[src/cop_pkg.sv]
package cop_pkg;

   // register map
   localparam int ADDR_W = 8;
   localparam logic [ADDR_W-1:0] CLOCK_CONFIG_ZERO_OFF = 8'h04;
   localparam logic [31:0] CLOCK_CONFIG_ZERO_RST = 32'h00020000;

   // upper half of the register is the part held in flops
   localparam int CFG_LO = 16;
   localparam int CFG_W = 16;
   localparam logic [CFG_W-1:0] CFG_HI_RST = CLOCK_CONFIG_ZERO_RST[31:16];

   // field positions, counted in the full 32-bit word
   localparam int HALVE_SEL_BIT = 31;
   localparam int CKDIV_HI = 30;
   localparam int CKDIV_LO = 28;
   localparam int MF_TOP_BIT = 27;
   localparam int CKSRC_HI = 26;
   localparam int CKSRC_LO = 24;
   localparam int RSVD_HI = 23;
   localparam int RSVD_LO = 22;
   localparam int MF_LOW_HI = 21;
   localparam int MF_LOW_LO = 18;
   localparam int DPLL_BIT = 17;
   localparam int PLL_SRC_BIT = 16;

   // clock output source codes
   localparam logic [2:0] CKSRC_NONE = 3'h0;
   localparam logic [2:0] CKSRC_RSVD = 3'h1;
   localparam logic [2:0] CKSRC_IRC40K = 3'h2;
   localparam logic [2:0] CKSRC_LXTAL = 3'h3;
   localparam logic [2:0] CKSRC_SYS = 3'h4;
   localparam logic [2:0] CKSRC_INTERNAL_8MHZ_OSC = 3'h5;
   localparam logic [2:0] CKSRC_HXTAL = 3'h6;
   localparam logic [2:0] CKSRC_PLL = 3'h7;

   // multiply factor decode points
   localparam logic [4:0] MF_LOW_LAST = 5'h0E;
   localparam logic [4:0] MF_DUP16 = 5'h0F;
   localparam logic [4:0] MF_TOP = 5'h1F;
   localparam logic [4:0] MF_ADD_LOW = 5'h02;
   localparam logic [4:0] MF_ADD_HIGH = 5'h01;
   localparam logic [4:0] MULT_16 = 5'h10;
   localparam logic [4:0] MULT_31 = 5'h1F;

   // synchroniser lanes for the incoming clock levels
   localparam int SYN_W = 6;
   localparam int SYN_IRC40K = 0;
   localparam int SYN_LXTAL = 1;
   localparam int SYN_SYS = 2;
   localparam int SYN_INTERNAL_8MHZ_OSC = 3;
   localparam int SYN_HXTAL = 4;
   localparam int SYN_PLL = 5;

   // divider codes: pass through, and halve
   localparam logic [2:0] DIV_BY1 = 3'h0;
   localparam logic [2:0] DIV_BY2 = 3'h1;
   localparam int DIV_CNT_W = 7;

   typedef struct packed {
      logic [CFG_W-1:0] cfg_hi;
      logic [SYN_W-1:0] sync1;
      logic [SYN_W-1:0] sync2;
      logic [31:0] rdata;
      logic [4:0] mult;
      logic src_lvl;
      logic clkout;
      logic pll_ref;
      logic pll_src_sel;
   } cop_main_s;

   typedef struct packed {
      logic prev;
      logic [DIV_CNT_W-1:0] cnt;
      logic out;
   } cop_div_s;

endpackage : cop_pkg

[src/cop_top.sv]
`timescale 1ns/1ps
`default_nettype none

// Operation
// - halve select 0 halves pll clock, 1 passes
// - output divider is two to field power
// - source field picks the clock output source
// - source 111 routes the pll path out
// - multiply factor is bit 27 over 21:18
// - low codes add two, 01111 gives sixteen
// - codes 10000 to 11011 add one
// - register at 0x04 resets to 0x00020000
// - codes 11101, 11110, 11111 give 30, 31, 31
// - pll input is half 8 MHz osc or hxtal
module cop_top
   import cop_pkg::*;
(
   input wire logic MCLK_I,
   input wire logic RST_B_I,
   input wire logic [ADDR_W-1:0] ADDR_I,
   input wire logic [31:0] WDATA_I,
   input wire logic WR_I,
   input wire logic RD_I,
   input wire logic IRC40K_I,
   input wire logic LXTAL_I,
   input wire logic SYSCLK_I,
   input wire logic INTERNAL_8MHZ_OSC_I,
   input wire logic HXTAL_I,
   input wire logic PLL_CLK_I,
   output logic [31:0] RDATA_O,
   output logic [4:0] PLL_MULT_O,
   output logic PLL_SRC_SEL_O,
   output logic PLL_REF_O,
   output logic CLKOUT_O
);

   cop_main_s st_ff;
   cop_main_s nxt_st;

   logic [31:0] cfg_word;
   logic halve_sel;
   logic [2:0] ckout_div;
   logic [2:0] ckout_src;
   logic [4:0] mf_code;
   logic [2:0] pll_div_code;
   logic pll_path;
   logic internal_8mhz_osc_half;
   logic div_out;
   logic wr_hit;
   logic rd_hit;

   // full register image; lower half is not held here and reads zero
   assign cfg_word = {st_ff.cfg_hi, {CFG_LO{1'b0}}};

   // field views of the stored register
   assign halve_sel = cfg_word[HALVE_SEL_BIT];
   assign ckout_div = cfg_word[CKDIV_HI:CKDIV_LO];
   assign ckout_src = cfg_word[CKSRC_HI:CKSRC_LO];
   assign mf_code = {cfg_word[MF_TOP_BIT], cfg_word[MF_LOW_HI:MF_LOW_LO]};

   // address decode for the single mapped word
   assign wr_hit = WR_I && (ADDR_I == CLOCK_CONFIG_ZERO_OFF);
   assign rd_hit = RD_I && (ADDR_I == CLOCK_CONFIG_ZERO_OFF);

   // pll path: halve when the select is low, pass when high
   assign pll_div_code = halve_sel ? DIV_BY1 : DIV_BY2;

   cop_pow2_div u_pll_halve (
      .clk_i(MCLK_I),
      .rst_b_i(RST_B_I),
      .lvl_i(st_ff.sync2[SYN_PLL]),
      .div_code_i(pll_div_code),
      .lvl_o(pll_path)
   );

   // the 8 MHz oscillator is always halved before it may feed the pll
   cop_pow2_div u_internal_8mhz_osc_halve (
      .clk_i(MCLK_I),
      .rst_b_i(RST_B_I),
      .lvl_i(st_ff.sync2[SYN_INTERNAL_8MHZ_OSC]),
      .div_code_i(DIV_BY2),
      .lvl_o(internal_8mhz_osc_half)
   );

   // output divider, power of two from the register field
   cop_pow2_div u_ckout_div (
      .clk_i(MCLK_I),
      .rst_b_i(RST_B_I),
      .lvl_i(st_ff.src_lvl),
      .div_code_i(ckout_div),
      .lvl_o(div_out)
   );

   // multiply factor to multiplier value
   function automatic logic [4:0] mf_decode(input logic [4:0] code);
      logic [4:0] m;
      m = code + MF_ADD_HIGH;
      if (code <= MF_LOW_LAST) begin
         m = code + MF_ADD_LOW;
      end else if (code == MF_DUP16) begin
         m = MULT_16;
      end else if (code == MF_TOP) begin
         m = MULT_31;
      end
      return m;
   endfunction : mf_decode

   // next-state logic for the whole block
   always_comb begin
      nxt_st = st_ff;

      // two-stage synchronisers for every incoming clock level
      nxt_st.sync1 = {PLL_CLK_I, HXTAL_I, INTERNAL_8MHZ_OSC_I, SYSCLK_I, LXTAL_I, IRC40K_I};
      nxt_st.sync2 = st_ff.sync1;

      // register write; reserved bits stay at reset value whatever is sent
      if (wr_hit) begin
         nxt_st.cfg_hi = WDATA_I[31:CFG_LO];
         nxt_st.cfg_hi[RSVD_HI-CFG_LO:RSVD_LO-CFG_LO] =
            CFG_HI_RST[RSVD_HI-CFG_LO:RSVD_LO-CFG_LO];
      end

      // read data stands for exactly one cycle; unmapped reads give zero
      nxt_st.rdata = '0;
      if (rd_hit) begin
         nxt_st.rdata = cfg_word;
      end

      // source mux for the clock output
      case (ckout_src)
         CKSRC_NONE: nxt_st.src_lvl = 1'b0;
         CKSRC_RSVD: nxt_st.src_lvl = 1'b0;
         CKSRC_IRC40K: nxt_st.src_lvl = st_ff.sync2[SYN_IRC40K];
         CKSRC_LXTAL: nxt_st.src_lvl = st_ff.sync2[SYN_LXTAL];
         CKSRC_SYS: nxt_st.src_lvl = st_ff.sync2[SYN_SYS];
         CKSRC_INTERNAL_8MHZ_OSC: nxt_st.src_lvl = st_ff.sync2[SYN_INTERNAL_8MHZ_OSC];
         CKSRC_HXTAL: nxt_st.src_lvl = st_ff.sync2[SYN_HXTAL];
         CKSRC_PLL: nxt_st.src_lvl = pll_path;
         default: nxt_st.src_lvl = 1'b0;
      endcase

      // divided output, retimed so the pin comes from a flop
      nxt_st.clkout = div_out;

      // pll reference select and multiplier
      nxt_st.pll_src_sel = cfg_word[PLL_SRC_BIT];
      nxt_st.pll_ref = cfg_word[PLL_SRC_BIT] ? st_ff.sync2[SYN_HXTAL] : internal_8mhz_osc_half;
      nxt_st.mult = mf_decode(mf_code);
   end

   // single state register; reset loads the documented register value
   always_ff @(posedge MCLK_I or negedge RST_B_I) begin
      if (!RST_B_I) begin
         st_ff <= '0;
         st_ff.cfg_hi <= CFG_HI_RST;
         st_ff.mult <= MF_ADD_LOW;
      end else begin
         st_ff <= nxt_st;
      end
   end

   // outputs straight from flops
   assign RDATA_O = st_ff.rdata;
   assign PLL_MULT_O = st_ff.mult;
   assign PLL_SRC_SEL_O = st_ff.pll_src_sel;
   assign PLL_REF_O = st_ff.pll_ref;
   assign CLKOUT_O = st_ff.clkout;

endmodule : cop_top
`default_nettype wire

[src/cop_pow2_div.sv]
`timescale 1ns/1ps
`default_nettype none

// divides a sampled clock level by two raised to div_code_i
module cop_pow2_div
   import cop_pkg::*;
(
   input wire logic clk_i,
   input wire logic rst_b_i,
   input wire logic lvl_i,
   input wire logic [2:0] div_code_i,
   output logic lvl_o
);

   cop_div_s cur_ff;
   cop_div_s nxt_cur;
   logic rise;

   // count rising edges; output is one counter bit, a clean 50% duty, or the input level itself for code 0
   always_comb begin
      nxt_cur = cur_ff;
      rise = lvl_i & ~cur_ff.prev;
      nxt_cur.prev = lvl_i;
      if (rise) begin
         nxt_cur.cnt = cur_ff.cnt + 7'h01;
      end
      if (div_code_i == DIV_BY1) begin
         nxt_cur.out = lvl_i;
      end else begin
         nxt_cur.out = nxt_cur.cnt[div_code_i - 3'h1];
      end
   end

   // state register
   always_ff @(posedge clk_i or negedge rst_b_i) begin
      if (!rst_b_i) begin
         cur_ff <= '0;
      end else begin
         cur_ff <= nxt_cur;
      end
   end

   assign lvl_o = cur_ff.out;

endmodule : cop_pow2_div
`default_nettype wire

[config.mk]
export PLATFORM = sky130hd
export DESIGN_NAME = cop_top
export DESIGN_NICKNAME = d
export VERILOG_FILES = /design/src/cop_pkg.sv /design/src/cop_top.sv /design/src/cop_pow2_div.sv
export SDC_FILE = /design/constraint.sdc
export NUM_CORES = 1
export LEC_CHECK = 0
export BUFFER_PORTS_ARGS = -buffer_cell sky130_fd_sc_hd__buf_2
export CORE_UTILIZATION = 45
export DETAILED_ROUTE_END_ITERATION = 10
export HOLD_SLACK_MARGIN = 0.02
export PLACE_DENSITY = 0.78
export SYNTH_ARGS = -nofsm -noshare
export SYNTH_HDL_FRONTEND = slang
export SYNTH_SLANG_ARGS = --single-unit
[constraint.sdc]
create_clock -name MCLK_I -period 1.85 [get_ports MCLK_I]
set_input_delay 0.37 -clock MCLK_I [delete_from_list [all_inputs] [get_ports MCLK_I]]
set_output_delay 0.37 -clock MCLK_I [all_outputs]
set_load 0.01 [all_outputs]
# Word-level counts from Yosys, hierarchy flattened
# Cells that the tools add are included.
# word_totals
latchBits	0
regBits	93
output_inout_bits	40
mem_bits_ro	0
elab_cells	66
inputBits	50
mem_bits_rw	0
mem_count	0
# classes
reduce_logical	6
mux	16
shift	0
n_bitwise	6
multipliers	0
div	0
n_addsub	7
n_eq_ne	10
n_lt_le_gt_ge	3
# op_table
cell	n
$mux 32	1
$add 7x1->7 const B	3
$mux 5	3
$mux 7	2
$eq 3x3->1 const B	4
$logic_not 3->1	3
$eq 8x3->1 const B	1
$lt 3x4->1 const B	2
$mux 1	7
$pmux 1 s7	1
$bmux 1 s3	2
$eq 3x2->1 const B	2
$add 5x1->5 const B	1
$add 5x2->5 const B	1
$eq 5x4->1 const B	1
$eq 5x5->1 const B	1
$le 5x4->1 const B	1
$and 1x1->1	3
$eq 3x1->1 const B	1
$not 1->1	3
$sub 3x1->3 const B	1
$logic_and 1x1->1	2
$reduce_or 2->1	1
$sub 1x1->2 const B	1

# Logic depth before layout (Yosys ltp)
# Gate-level depths: netlist of run 1.
# depth
word_depth	6
depth_mapped	7
mapped_depth_nobuf	7

# Cells and area by module
# Synthesis of run 1 repeated with hierarchy kept, for this count alone.
# hier_totals
cells_unflattened	353
area_unflattened_um2	3986.3
# by_module_without_submodules
module	area_per_inst_um2	cells_per_inst	instances
cop_top	2090.8	158	1
cop_pow2_div	631.9	65	3

# Worst setup path before layout of run 1
# Ideal clock, no wire load.
# synth_timing
path_kind	reg-to-reg
from	reg st_ff (netlist bit cfg_word[18])
to	reg st_ff (netlist bit PLL_MULT_O[4])
period_less_slack_ns	1.726
slack_ns	0.124
arrival_time_ns	1.606
path_stages_with_launch	7
cell_sequence	dfrtp_1 > inv_1 > ha_1 > nand2_1 > a31oi_2 > mux2_2 > a31o_2
# synth_lines
item	line_no	source
start: declaration	cop_top.sv:37	cop_main_s st_ff;
start signal: assignment	cop_top.sv:158	st_ff <= nxt_st;

==> results of run 1 <==
[Yosys cell counts, types with 2 or more instances]
cell and n:
xor2_1 3, a211oi_1 2, nand2b_1 3, dfrtp_1 61
nor4_1 2, xnor2_1 5, mux2_4 10, mux2_2 9
ha_1 6, nand3_1 3, a21oi_1 7, and3_1 16
clkbuf_1 4, dfstp_2 2, buf_4 37, nor3_1 3
nand2_1 10, or3b_1 2, inv_1 5, nor2_1 7
o21ai_0 5
[path summary, 6_finish.rpt]
kind                                           to  depth (start not counted)
min in group MCLK_I                    nxt_st[45]                          1
max in group asynchronous            cfg_word[17]                          2
worst max register to register  u_ckout_div.lvl_o                          5
worst max-delay path            u_ckout_div.lvl_o                          5
worst min register to register          st_ff[41]                          0
worst min-delay path                 cfg_word[27]                          2
[logic make-up (layout without fill, tap and decap cells)]
group,count (synthesis),count (layout),synth area share
other cells,1,18,0.00135
buf+inv,48,78,0.118
compound gates,22,22,0.0553
fa+ha+maj,6,6,0.0270
flops,63,63,0.568
simple gates,51,51,0.103
mux,21,21,0.102
xor+xnor,8,8,0.0252
[layout by cell type (no fill, tap or decap), drive strengths merged, types with 2 or more instances in the layout]
cell type	synthesis	final
a211oi	2	2
a21oi	7	7
and3	16	16
buf	39	57
bufinv	0	3
clkbuf	4	9
clkinv	0	2
conb	1	18
dfrtp	61	61
dfstp	2	2
ha	6	6
inv	5	6
mux2	19	19
nand2	11	11
nand2b	3	3
nand3	3	3
nor2	7	7
nor3	3	3
nor4	2	2
o21ai	5	5
or3b	2	2
xnor2	5	5
xor2	3	3
[layer usage]
metal	up-vias	wire length [um]	GRT usage
li1	780	-	-
met1	809	1930	0.179
met2	54	2300	0.261
met3	11	202	0.0545
met4	0	93	0.0839
met5	-	0	0
[repair_timing]
item | CTS | global route
setup endpoints to repair | 0 | 2
gates resized for setup | 0 | 3
setup buffers | 0 | 0
[metrics by stage]
stage / cells / util / total power, uW / hold slack (ns)
finish: 342 / 0.535 / 3340 / 0.0324
global route: 342 / 0.535 / 3470 / 0.0557
CTS: 342 / 0.534 / 3360 / 0.0276
detailed placement: 326 / 0.493 / 1910 / 0.337
global placement: 326 / 0.493 / 1890 / 0.331
floorplan: 237 / - / 1810 / 0.0744
[sequential cells by signal, indices dropped and copies added, names as in the netlist]
signal                            count
CLKOUT_O                              1
PLL_MULT_O                            5
PLL_REF_O                             1
PLL_SRC_SEL_O                         1
RDATA_O                              14
cfg_word                             14
nxt_st                                6
st_ff                                 7
u_ckout_div.cur_ff                    8
u_ckout_div.lvl_o                     1
u_internal_8mhz_osc_halve.cur_ff      1
u_internal_8mhz_osc_halve.lvl_o       1
u_pll_halve.cur_ff                    2
u_pll_halve.lvl_o                     1
[report_power, final]
part           leakage, uW  switching, uW  internal [uW]
registers         0.000822           76.3           1500
clock network     0.000120            551            899
logic             0.000777            156            160
total              0.00172            783           2550
[area by class of cell]
| cell class | count | area (sq um) | share of cell area |
|---|---|---|---|
| Clock buffer | 9 | 124 | 0.0389 |
| Clock inverter | 7 | 120 | 0.0377 |
| Inverter | 5 | 18.8 | 0.00589 |
| Multi-Input combinational cell | 126 | 943 | 0.296 |
| Sequential cell | 63 | 1580 | 0.496 |
| Tap cell | 75 | 93.8 | 0.0294 |
| Timing Repair Buffer | 57 | 308 | 0.0965 |
[worst reg2reg max path: stages (launching register included)]
cell and delay, ns:
dfrtp_1 0.42, inv_1 0.09, ha_2 0.20, or3b_4 0.38
a311o_1 0.36, o22a_1 0.18
==> flow_summary.ini, run 1 <==
[synthesis]
synth_edf_count = 0
synth_area_per_cell_sq_um = 12.6
ys_seq_elements = 63
yosysWarnings = 0
synthArstFlopShare = 1.00
seq_area_frac_synth = 0.568
postSynthCellCount = 220
ys_top_cells_by_area = dfrtp_1 55%, buf_4 10%, mux2_4 5.4%
synth_top_area_frac = 0.549
post_synth_num_cell_types = 39
ys.flop_type = dfrtp_1
yosysTopAreaCell = dfrtp_1
synth_area_sq_um = 2780

[route]
finalWirelength_mm = 4.53
dr.first_iter.drc_count = 106
ant_nets = 0
wl_per_cell_um = 13.2
via_per_inst = 4.84
drt_pass1_iterations = 6
vias = 1654
drc = 0

[setup_path]
critPathLaunchType = flip-flop
critPathMaxFanout = 4
critPathTopFamily = compound AO/OA/AOI/OAI gates
r2r_slack_ns = 0.09
cp.arrival_ns = 1.98
worstPathCellList = inv_1 -> ha_2 -> or3b_4 -> a311o_1 -> o22a_1
cp-end-kind = flip-flop
cpPeakStageDelay_ns = 0.42
crit_path_top_delay_cell = dfrtp_1
crit_type = flip-flop to flip-flop
crit_buf_inv = 1
cp_data_required_time_ns = 2.08
critPathLaunch = cfg_word[29]
r2r-start = cfg_word[29]

[sta]
layout_setup_ws_ns = 0.0933
fmax_ghz = 0.569
final-hold-violation-count = 0
finalSetupViolCount = 0
fin_crit_ns = 1.76
skew_ns = 0.00743
slew_violations = 0
finalSetupTns_ns = 0
timing.final.crit_share = 0.950
grt_setup_unrepaired = no

[clocking]
cts_root_buffer = clkbuf_8
clk_latency_ns = 0.34
cts_tree = done
cts_sinks = 63
clockBufferDepth = 2
cts_buffers = 9
holdBufCountCts = 0
cts.clk_slew.worst_paths_ns = 0.07
htree_levels = 3

[die]
std_cell_rows = 28
coreArea_sq_um = 5960
start_util = 0.467
die_area_sq_um = 6500
die_y_um = 80.6
die_w_um = 80.6
io_pins = 90

[global_route]
grt_antenna_before_repair = 0
grt_first_pass_wirelength_mm = 7.36
grt_pass1_vias = 1608
grtUsageTotal = 0.158
grt_max_degree = 64
gr-total-overflow = 0

[job]
maxCapViolCount = 0

[place]
port_buffers = 53
dp_slack_ns = 0.102
place_area_sq_um = 2940
hpwl_mm = 3.04
globalplace.congestion = 0.796

[cells_and_area]
areaGrowthSynthToFinish_pct = 14.6
num-nets-final = 318
final_area_sq_um = 3190
n_fill_cell = 524
antennaDiodeCount = 0
drive_gt1_frac = 0.386

[power]
power_density_nw_per_um2 = 1050
p_leak_uw = 0.00172
max-vdd-ir-drop_v = 0.000641

[outcome]
outcome = finished, final reports clean

[hold_path]
hold_path.class = input port to asynchronous set/reset pin
Note: power is estimated with default switching activity, not from simulation.
==> run 2: changes to the inputs <==
--- a/config.mk
+++ b/config.mk
@@ -6,10 +6,11 @@
 export NUM_CORES = 1
 export LEC_CHECK = 0
 export BUFFER_PORTS_ARGS = -buffer_cell sky130_fd_sc_hd__buf_2
-export CORE_UTILIZATION = 45
+export CORE_UTILIZATION = 49
 export DETAILED_ROUTE_END_ITERATION = 10
 export HOLD_SLACK_MARGIN = 0.02
-export PLACE_DENSITY = 0.78
+export PLACE_DENSITY = 0.79
 export SYNTH_ARGS = -nofsm -noshare
 export SYNTH_HDL_FRONTEND = slang
+export SYNTH_HIERARCHICAL = 1
 export SYNTH_SLANG_ARGS = --single-unit
==> run 2 against run 1 <==
- the run now ends with setup timing left
- sequential cell count increased by 13
- count of clock-buffer cells in the layout increased by 1
- combinational power increased to 2.8 times the previous value
- critical endpoint is now u_pll_halve/lvl_o
- largest power group unchanged
==> flow_summary.ini, run 2 <==
[outcome]
outcome = finished with violations
violations = setup timing

[setup_path]
critPathTopFamily = simple AND/OR/NAND/NOR gates
cp_data_required_time_ns = 2.12
cpPeakStageDelay_ns = 0.43
r2r_end = u_pll_halve/lvl_o
r2r_slack_ns = -0.16
critPathMaxFanout = 3
cpMostUsedCell = inv_2
critPathCapture = u_pll_halve/lvl_o
crit_path_top_delay_cell = or4_4
critPathLaunch = cfg_word[31]
cp.arrival_ns = 2.29
reg2reg_depth = 8
critPathLaunchType = flip-flop
crit_type = flip-flop to flip-flop
r2r-start = cfg_word[31]
cp-end-kind = flip-flop
crit_buf_inv = 2
worstPathCellList = inv_2 -> inv_2 -> ha_4 -> or3b_4 -> or4_4 -> nand4_1 -> o221ai_2 -> a211oi_2
path_depth = 8

[sta]
skew_ns = 0.00733
worst_slew_pin_slew_ns = 0.515
timing.final.crit_share = 1.09
finalSetupTns_ns = -0.237
finalSetupViolCount = 2
grt_setup_unrepaired = yes
slew_violations = 0
slew_headroom = 0.648
fmax_ghz = 0.496
layout_setup_ws_ns = -0.164
fin_crit_ns = 2.01
final-hold-violation-count = 0
whs_ns = 0.113

[synthesis]
yosysTopAreaCell = dfrtp_1
post_synth_num_cell_types = 51
synthArstFlopShare = 1.00
synth_edf_count = 0
ys_top_cells_by_area = dfrtp_1 46%, buf_4 7.0%, ha_1 3.8%
postSynthCellCount = 353
ys_seq_elements = 76
synth_area_sq_um = 3990
synth_area_per_cell_sq_um = 11.3
ys.flop_type = dfrtp_1
seq_area_frac_synth = 0.478
synth_common_cells = 74 x dfrtp_1, 37 x buf_4, 16 x inv_1
yosysWarnings = 6
synth_top_area_frac = 0.465
synth_most_common_cell = dfrtp_1

[clocking]
cts_sinks = 76
cts_root_buffer = clkbuf_8
cts.clk_slew.worst_paths_ns = 0.08
clk_latency_ns = 0.36
htree_levels = 3
cts_tree = done
cts_buffers = 9
postCtsSetupRepairBufs = 0
clockBufferDepth = 2

[place]
dp_slack_ns = -0.207
place_area_sq_um = 4390
hpwl_mm = 5.48
port_buffers = 53
globalplace.congestion = 0.869

[global_route]
gr-total-overflow = 0
grt_max_degree = 33
grt_first_pass_wirelength_mm = 12.6
grt_pass1_vias = 2708
grt_antenna_before_repair = 0
grtUsageTotal = 0.193

[cells_and_area]
final_area_sq_um = 4590
final_common_cell = dfrtp_1
areaGrowthSynthToFinish_pct = 15.2
final_util = 0.588
antennaDiodeCount = 0
num-nets-final = 490
n_fill_cell = 660
layout_common_cells = 74 x dfrtp_1, 52 x buf_2, 34 x conb_1, 23 x buf_4
drive_gt1_frac = 0.360

[die]
die_w_um = 92.2
io_pins = 90
start_util = 0.511
std_cell_rows = 32
die_y_um = 92.2
coreArea_sq_um = 7810
die_area_sq_um = 8500

[job]
maxCapViolCount = 0

[power]
power_density_nw_per_um2 = 893
max-vdd-ir-drop_v = 0.000444
p_leak_uw = 0.00231

[route]
ant_nets = 0
wl_per_cell_um = 14.1
via_per_inst = 5.20
drt_pass1_iterations = 4
finalWirelength_mm = 7.55
dr.first_iter.drc_count = 54
vias = 2781
drc = 0

[hold_path]
hold_path.class = input port to flip-flop
==> run 2: where the power goes <==
part	internal, uW	switching (uW)	leakage, uW
Sequential	1870	237	0.000990
Combinational	438	434	0.00124
Clock	484	631	0.0000783
Total	2800	1300	0.00231
==> run 2: cell families after synthesis <==
group	count (synthesis)	share of synthesized area
muxes	24	0.0800
DFF	76	0.478
buffers and inverters	61	0.0954
other	2	0.00188
adders and majority gates	12	0.0377
xor gates and xnor gates	18	0.0396
AOI/OAI and AO/OA	44	0.0910
and+or+nand+nor	116	0.177
==> run 2: area by class of cell <==
type,count,area (sq um),share of cell area
clock buffers,10,128,0.0278
inverters,16,60.1,0.0131
flip-flops and latches,76,1900,0.415
repair buffers,77,463,0.101
multi-input cells,248,1870,0.407
clock inverters,6,41.3,0.00899
well taps,102,128,0.0278
==> run 2: layer usage <==
layer / global-route usage / wire, um
met5: 0 / 0
met4: 0.0625 / 131
met1: 0.243 / 3330
met2: 0.318 / 3700
met3: 0.0597 / 380
==> run 2: worst min-delay path by stage <==
stage	startpoint	endpoint	slack [ns]	cells after the start
after CTS	INTERNAL_8MHZ_OSC_I	nxt_st[44]	0.10	1
after detailed placement	RST_B_I	u_pll_halve/cur_ff[4]	0.33	1
after global routing	LXTAL_I	nxt_st[42]	0.09	1
after floorplan	RST_B_I	CLKOUT_O	0.07	0
after global placement	RST_B_I	u_pll_halve/cur_ff[4]	0.32	1
final	INTERNAL_8MHZ_OSC_I	nxt_st[44]	0.11	1
==> run 2: repair_timing <==
item | in CTS | in global routing
endpoints found under the hold margin | 26 | 0
endpoints found under the setup margin | 2 | 2
resized for setup | 3 | 3
hold buffers | 1 | 0
pin swaps | 4 | 6
==> run 2: metrics by stage <==
step / total power [uW] / std cells
after floorplan: 2720 / 385
after global placement: 2930 / 518
after detailed placement: 2990 / 518
after CTS: 4100 / 535
after global routing: 4340 / 535
final: 4100 / 535
==> run 3: changes to the inputs <==
--- a/config.mk
+++ b/config.mk
@@ -5,11 +5,13 @@
 export SDC_FILE = /design/constraint.sdc
 export NUM_CORES = 1
 export LEC_CHECK = 0
+export ABC_AREA = 1
 export BUFFER_PORTS_ARGS = -buffer_cell sky130_fd_sc_hd__buf_2
 export CORE_UTILIZATION = 49
+export CTS_CLUSTER_DIAMETER = 60
 export DETAILED_ROUTE_END_ITERATION = 10
 export HOLD_SLACK_MARGIN = 0.02
-export PLACE_DENSITY = 0.79
+export PLACE_DENSITY = 0.8
 export SYNTH_ARGS = -nofsm -noshare
 export SYNTH_HDL_FRONTEND = slang
 export SYNTH_HIERARCHICAL = 1
==> run 3 against run 2 <==
- the flow now finishes without violations
- final cell count up 14%
- clock power is 25% higher
- power is 3.3% lower
- critical path depth up 2
- sequential power down 6%
- non-clock buffer count decreased by 20
- sequential cell count unchanged
- global-route usage is 0.39 points lower
- first-iteration DRC count increased by 120%
- maximum frequency up 25%
- largest power group unchanged
==> flow_summary.ini, run 3 <==
[outcome]
outcome = finished, final reports clean

[setup_path]
worstPathCellList = inv_2 -> inv_1 -> ha_1 -> nor2_1 -> a21oi_1 -> nand3_1 -> nand2_1 -> inv_1 -> nand2_1 -> nand2_1
crit_buf_inv = 3
cp-end-kind = flip-flop
cp.arrival_ns = 1.85
crit_path_top_delay_cell = dfrtp_1
path_depth = 10
cp_data_required_time_ns = 2.10
crit_type = flip-flop to flip-flop
cpMostUsedCell = nand2_1
reg2reg_depth = 10
critPathTopFamily = flip-flops
critPathMaxFanout = 5
cpPeakStageDelay_ns = 0.39
critPathLaunchType = flip-flop
r2r_slack_ns = 0.24

[global_route]
grt_pass1_vias = 2763
grt_max_degree = 49
grt_first_pass_wirelength_mm = 12.2
gr-total-overflow = 0
grt_antenna_before_repair = 0
grtUsageTotal = 0.190

[clocking]
htree_levels = 3
postCtsSetupRepairBufs = 0
cts.clk_slew.worst_paths_ns = 0.07
cts_sinks = 76
clockBufferDepth = 2
cts_root_buffer = clkbuf_8
cts_buffers = 9
clk_latency_ns = 0.35
cts_tree = done

[job]
maxCapViolCount = 0

[sta]
whs_ns = 0.121
fin_crit_ns = 1.61
final-hold-violation-count = 0
timing.final.crit_share = 0.869
grt_setup_unrepaired = no
slew_violations = 0
finalSetupTns_ns = 0
fmax_ghz = 0.622
skew_ns = 0.00554
finalSetupViolCount = 0

[die]
die_y_um = 90.1
std_cell_rows = 31
io_pins = 90
start_util = 0.516
die_area_sq_um = 8120
die_w_um = 90.1
coreArea_sq_um = 7370

[place]
port_buffers = 53
globalplace.congestion = 0.835
hpwl_mm = 4.90

[route]
vias = 2898
wl_per_cell_um = 11.4
ant_nets = 0
finalWirelength_mm = 6.98
drc = 0
dr.first_iter.drc_count = 118
drt_pass1_iterations = 4
via_per_inst = 4.74

[synthesis]
synthArstFlopShare = 1.00
seq_area_frac_synth = 0.501
muxShareOfSynthArea = 0
synth_top_area_frac = 0.487
ys_seq_elements = 76
synth_most_common_cell = nand2_1
post_synth_num_cell_types = 26
synth_area_per_cell_sq_um = 8.38
synth_compound_area_frac = 0.0257
synth_area_sq_um = 3800
synth_edf_count = 0
synth_common_cells = 134 x nand2_1, 74 x dfrtp_1, 58 x inv_1
synth-simple-area-share = 0.285
ys_top_cells_by_area = dfrtp_1 49%, nand2_1 13%, nand3_1 7.5%
yosysTopAreaCell = dfrtp_1
synthAdderAreaFrac = 0.0395
yosysWarnings = 6
synth_top_family_by_area = simple AND/OR/NAND/NOR gates
postSynthCellCount = 454
ys.flop_type = dfrtp_1
synthXorXnorAreaFrac = 0.00921

[power]
p_leak_uw = 0.00232
power_frac_seq = 0.500
power_frac_comb = 0.150
p_sw_uw = 1110
switching_share = 0.281
clkPwrFrac = 0.350
internal_power_uw = 2850
power_density_nw_per_um2 = 931
max-vdd-ir-drop_v = 0.000608

[cells_and_area]
drive_gt1_frac = 0.180
num-nets-final = 569
layout_common_cells = 134 x nand2_1, 74 x dfrtp_1, 57 x inv_1, 57 x nand3_1, 52 x buf_2
areaGrowthSynthToFinish_pct = 11.9
antennaDiodeCount = 0
final_common_cell = nand2_1
n_fill_cell = 653
final_util = 0.578

[hold_path]
hold_depth = 1
hold_path.class = input port to flip-flop
run 3: cell types whose count changed after synthesis, moves of 8 or more:
cell	before	now
inv_1	16	58
nand2b_1	9	0
and3_1	15	0
nand2_1	15	134
nor2_1	15	28
mux2_4	10	0
nor3_1	9	0
xnor2_1	9	1
nand3_1	10	57
mux2_2	10	0
nor2_2	0	10
run 3: layout make-up:
type | instances | area (sq um) | area share
Clock buffer | 10 | 138 | 0.0323
Clock inverter | 6 | 87.6 | 0.0206
Inverter | 58 | 218 | 0.0511
Multi-Input combinational cell | 305 | 1470 | 0.346
Sequential cell | 76 | 1900 | 0.447
Tap cell | 99 | 124 | 0.0291
Timing Repair Buffer | 57 | 313 | 0.0735
run 3: layer usage:
layer / share of wire / GRT usage / vias to the layer above
li1: - / - / 1461
met1: 0.44 / 0.232 / 1342
met2: 0.49 / 0.313 / 79
met3: 0.050 / 0.0575 / 16
met4: 0.017 / 0.0766 / 0
met5: 0 / 0 / -
run 3: worst paths after layout:
check,startpoint,to
min,PLL_CLK_I,nxt_st[46]
max,cfg_word[31],u_pll_halve/lvl_o
min reg2reg,nxt_st[41],st_ff[41]
max reg2reg,cfg_word[31],u_pll_halve/lvl_o
min in group asynchronous,RST_B_I,u_ckout_div/cur_ff[5]
max in group asynchronous,RST_B_I,PLL_MULT_O[1]
run 3: worst reg2reg max path, cell delays in order, from the launching register on:
cell and delay, ns:
dfrtp_1 0.39, inv_2 0.10, inv_1 0.11, ha_1 0.36, nor2_1 0.08, a21oi_1 0.17, nand3_1 0.09, nand2_1 0.06
inv_1 0.04, nand2_1 0.05, nand2_1 0.04
run 3: timing repair:
action	4_1_cts	5_1_grt
gates resized for setup	0	1
hold endpoints to repair	4	0
hold buffers	1	0
endpoints found under the setup margin	0	1
run 3: logic make-up (layout without fill, tap and decap cells):
logic type	Yosys count	in the layout
XOR/XNOR	4	4
adder cells (fa/ha/maj)	12	12
buffers and inverters	99	131
AND/OR/NAND/NOR	246	246
AO/OA/AOI/OAI	15	15
flip-flops	76	76
other	2	28
run 3: power groups by stage:
stage | registers [uW] | clock network, uW | logic, uW
CTS | 1980 | 1430 | 584
floorplan | 1980 | 0 | 445
detailed placement | 2010 | 0 | 580
global placement | 2000 | 0 | 551
finish | 1980 | 1390 | 594
global route | 2010 | 1490 | 680
run 3: stage by stage:
stage | power, uW | instance area, sq um | cells | worst slack (ns)
after floorplan | 2420 | 3900 | 480 | 0.432
after global routing | 4180 | 4260 | 611 | 0.0859
after global placement | 2550 | 4020 | 594 | 0.286
after detailed placement | 2590 | 4020 | 594 | 0.235
final | 3960 | 4260 | 611 | 0.242
after CTS | 3990 | 4260 | 611 | 0.214
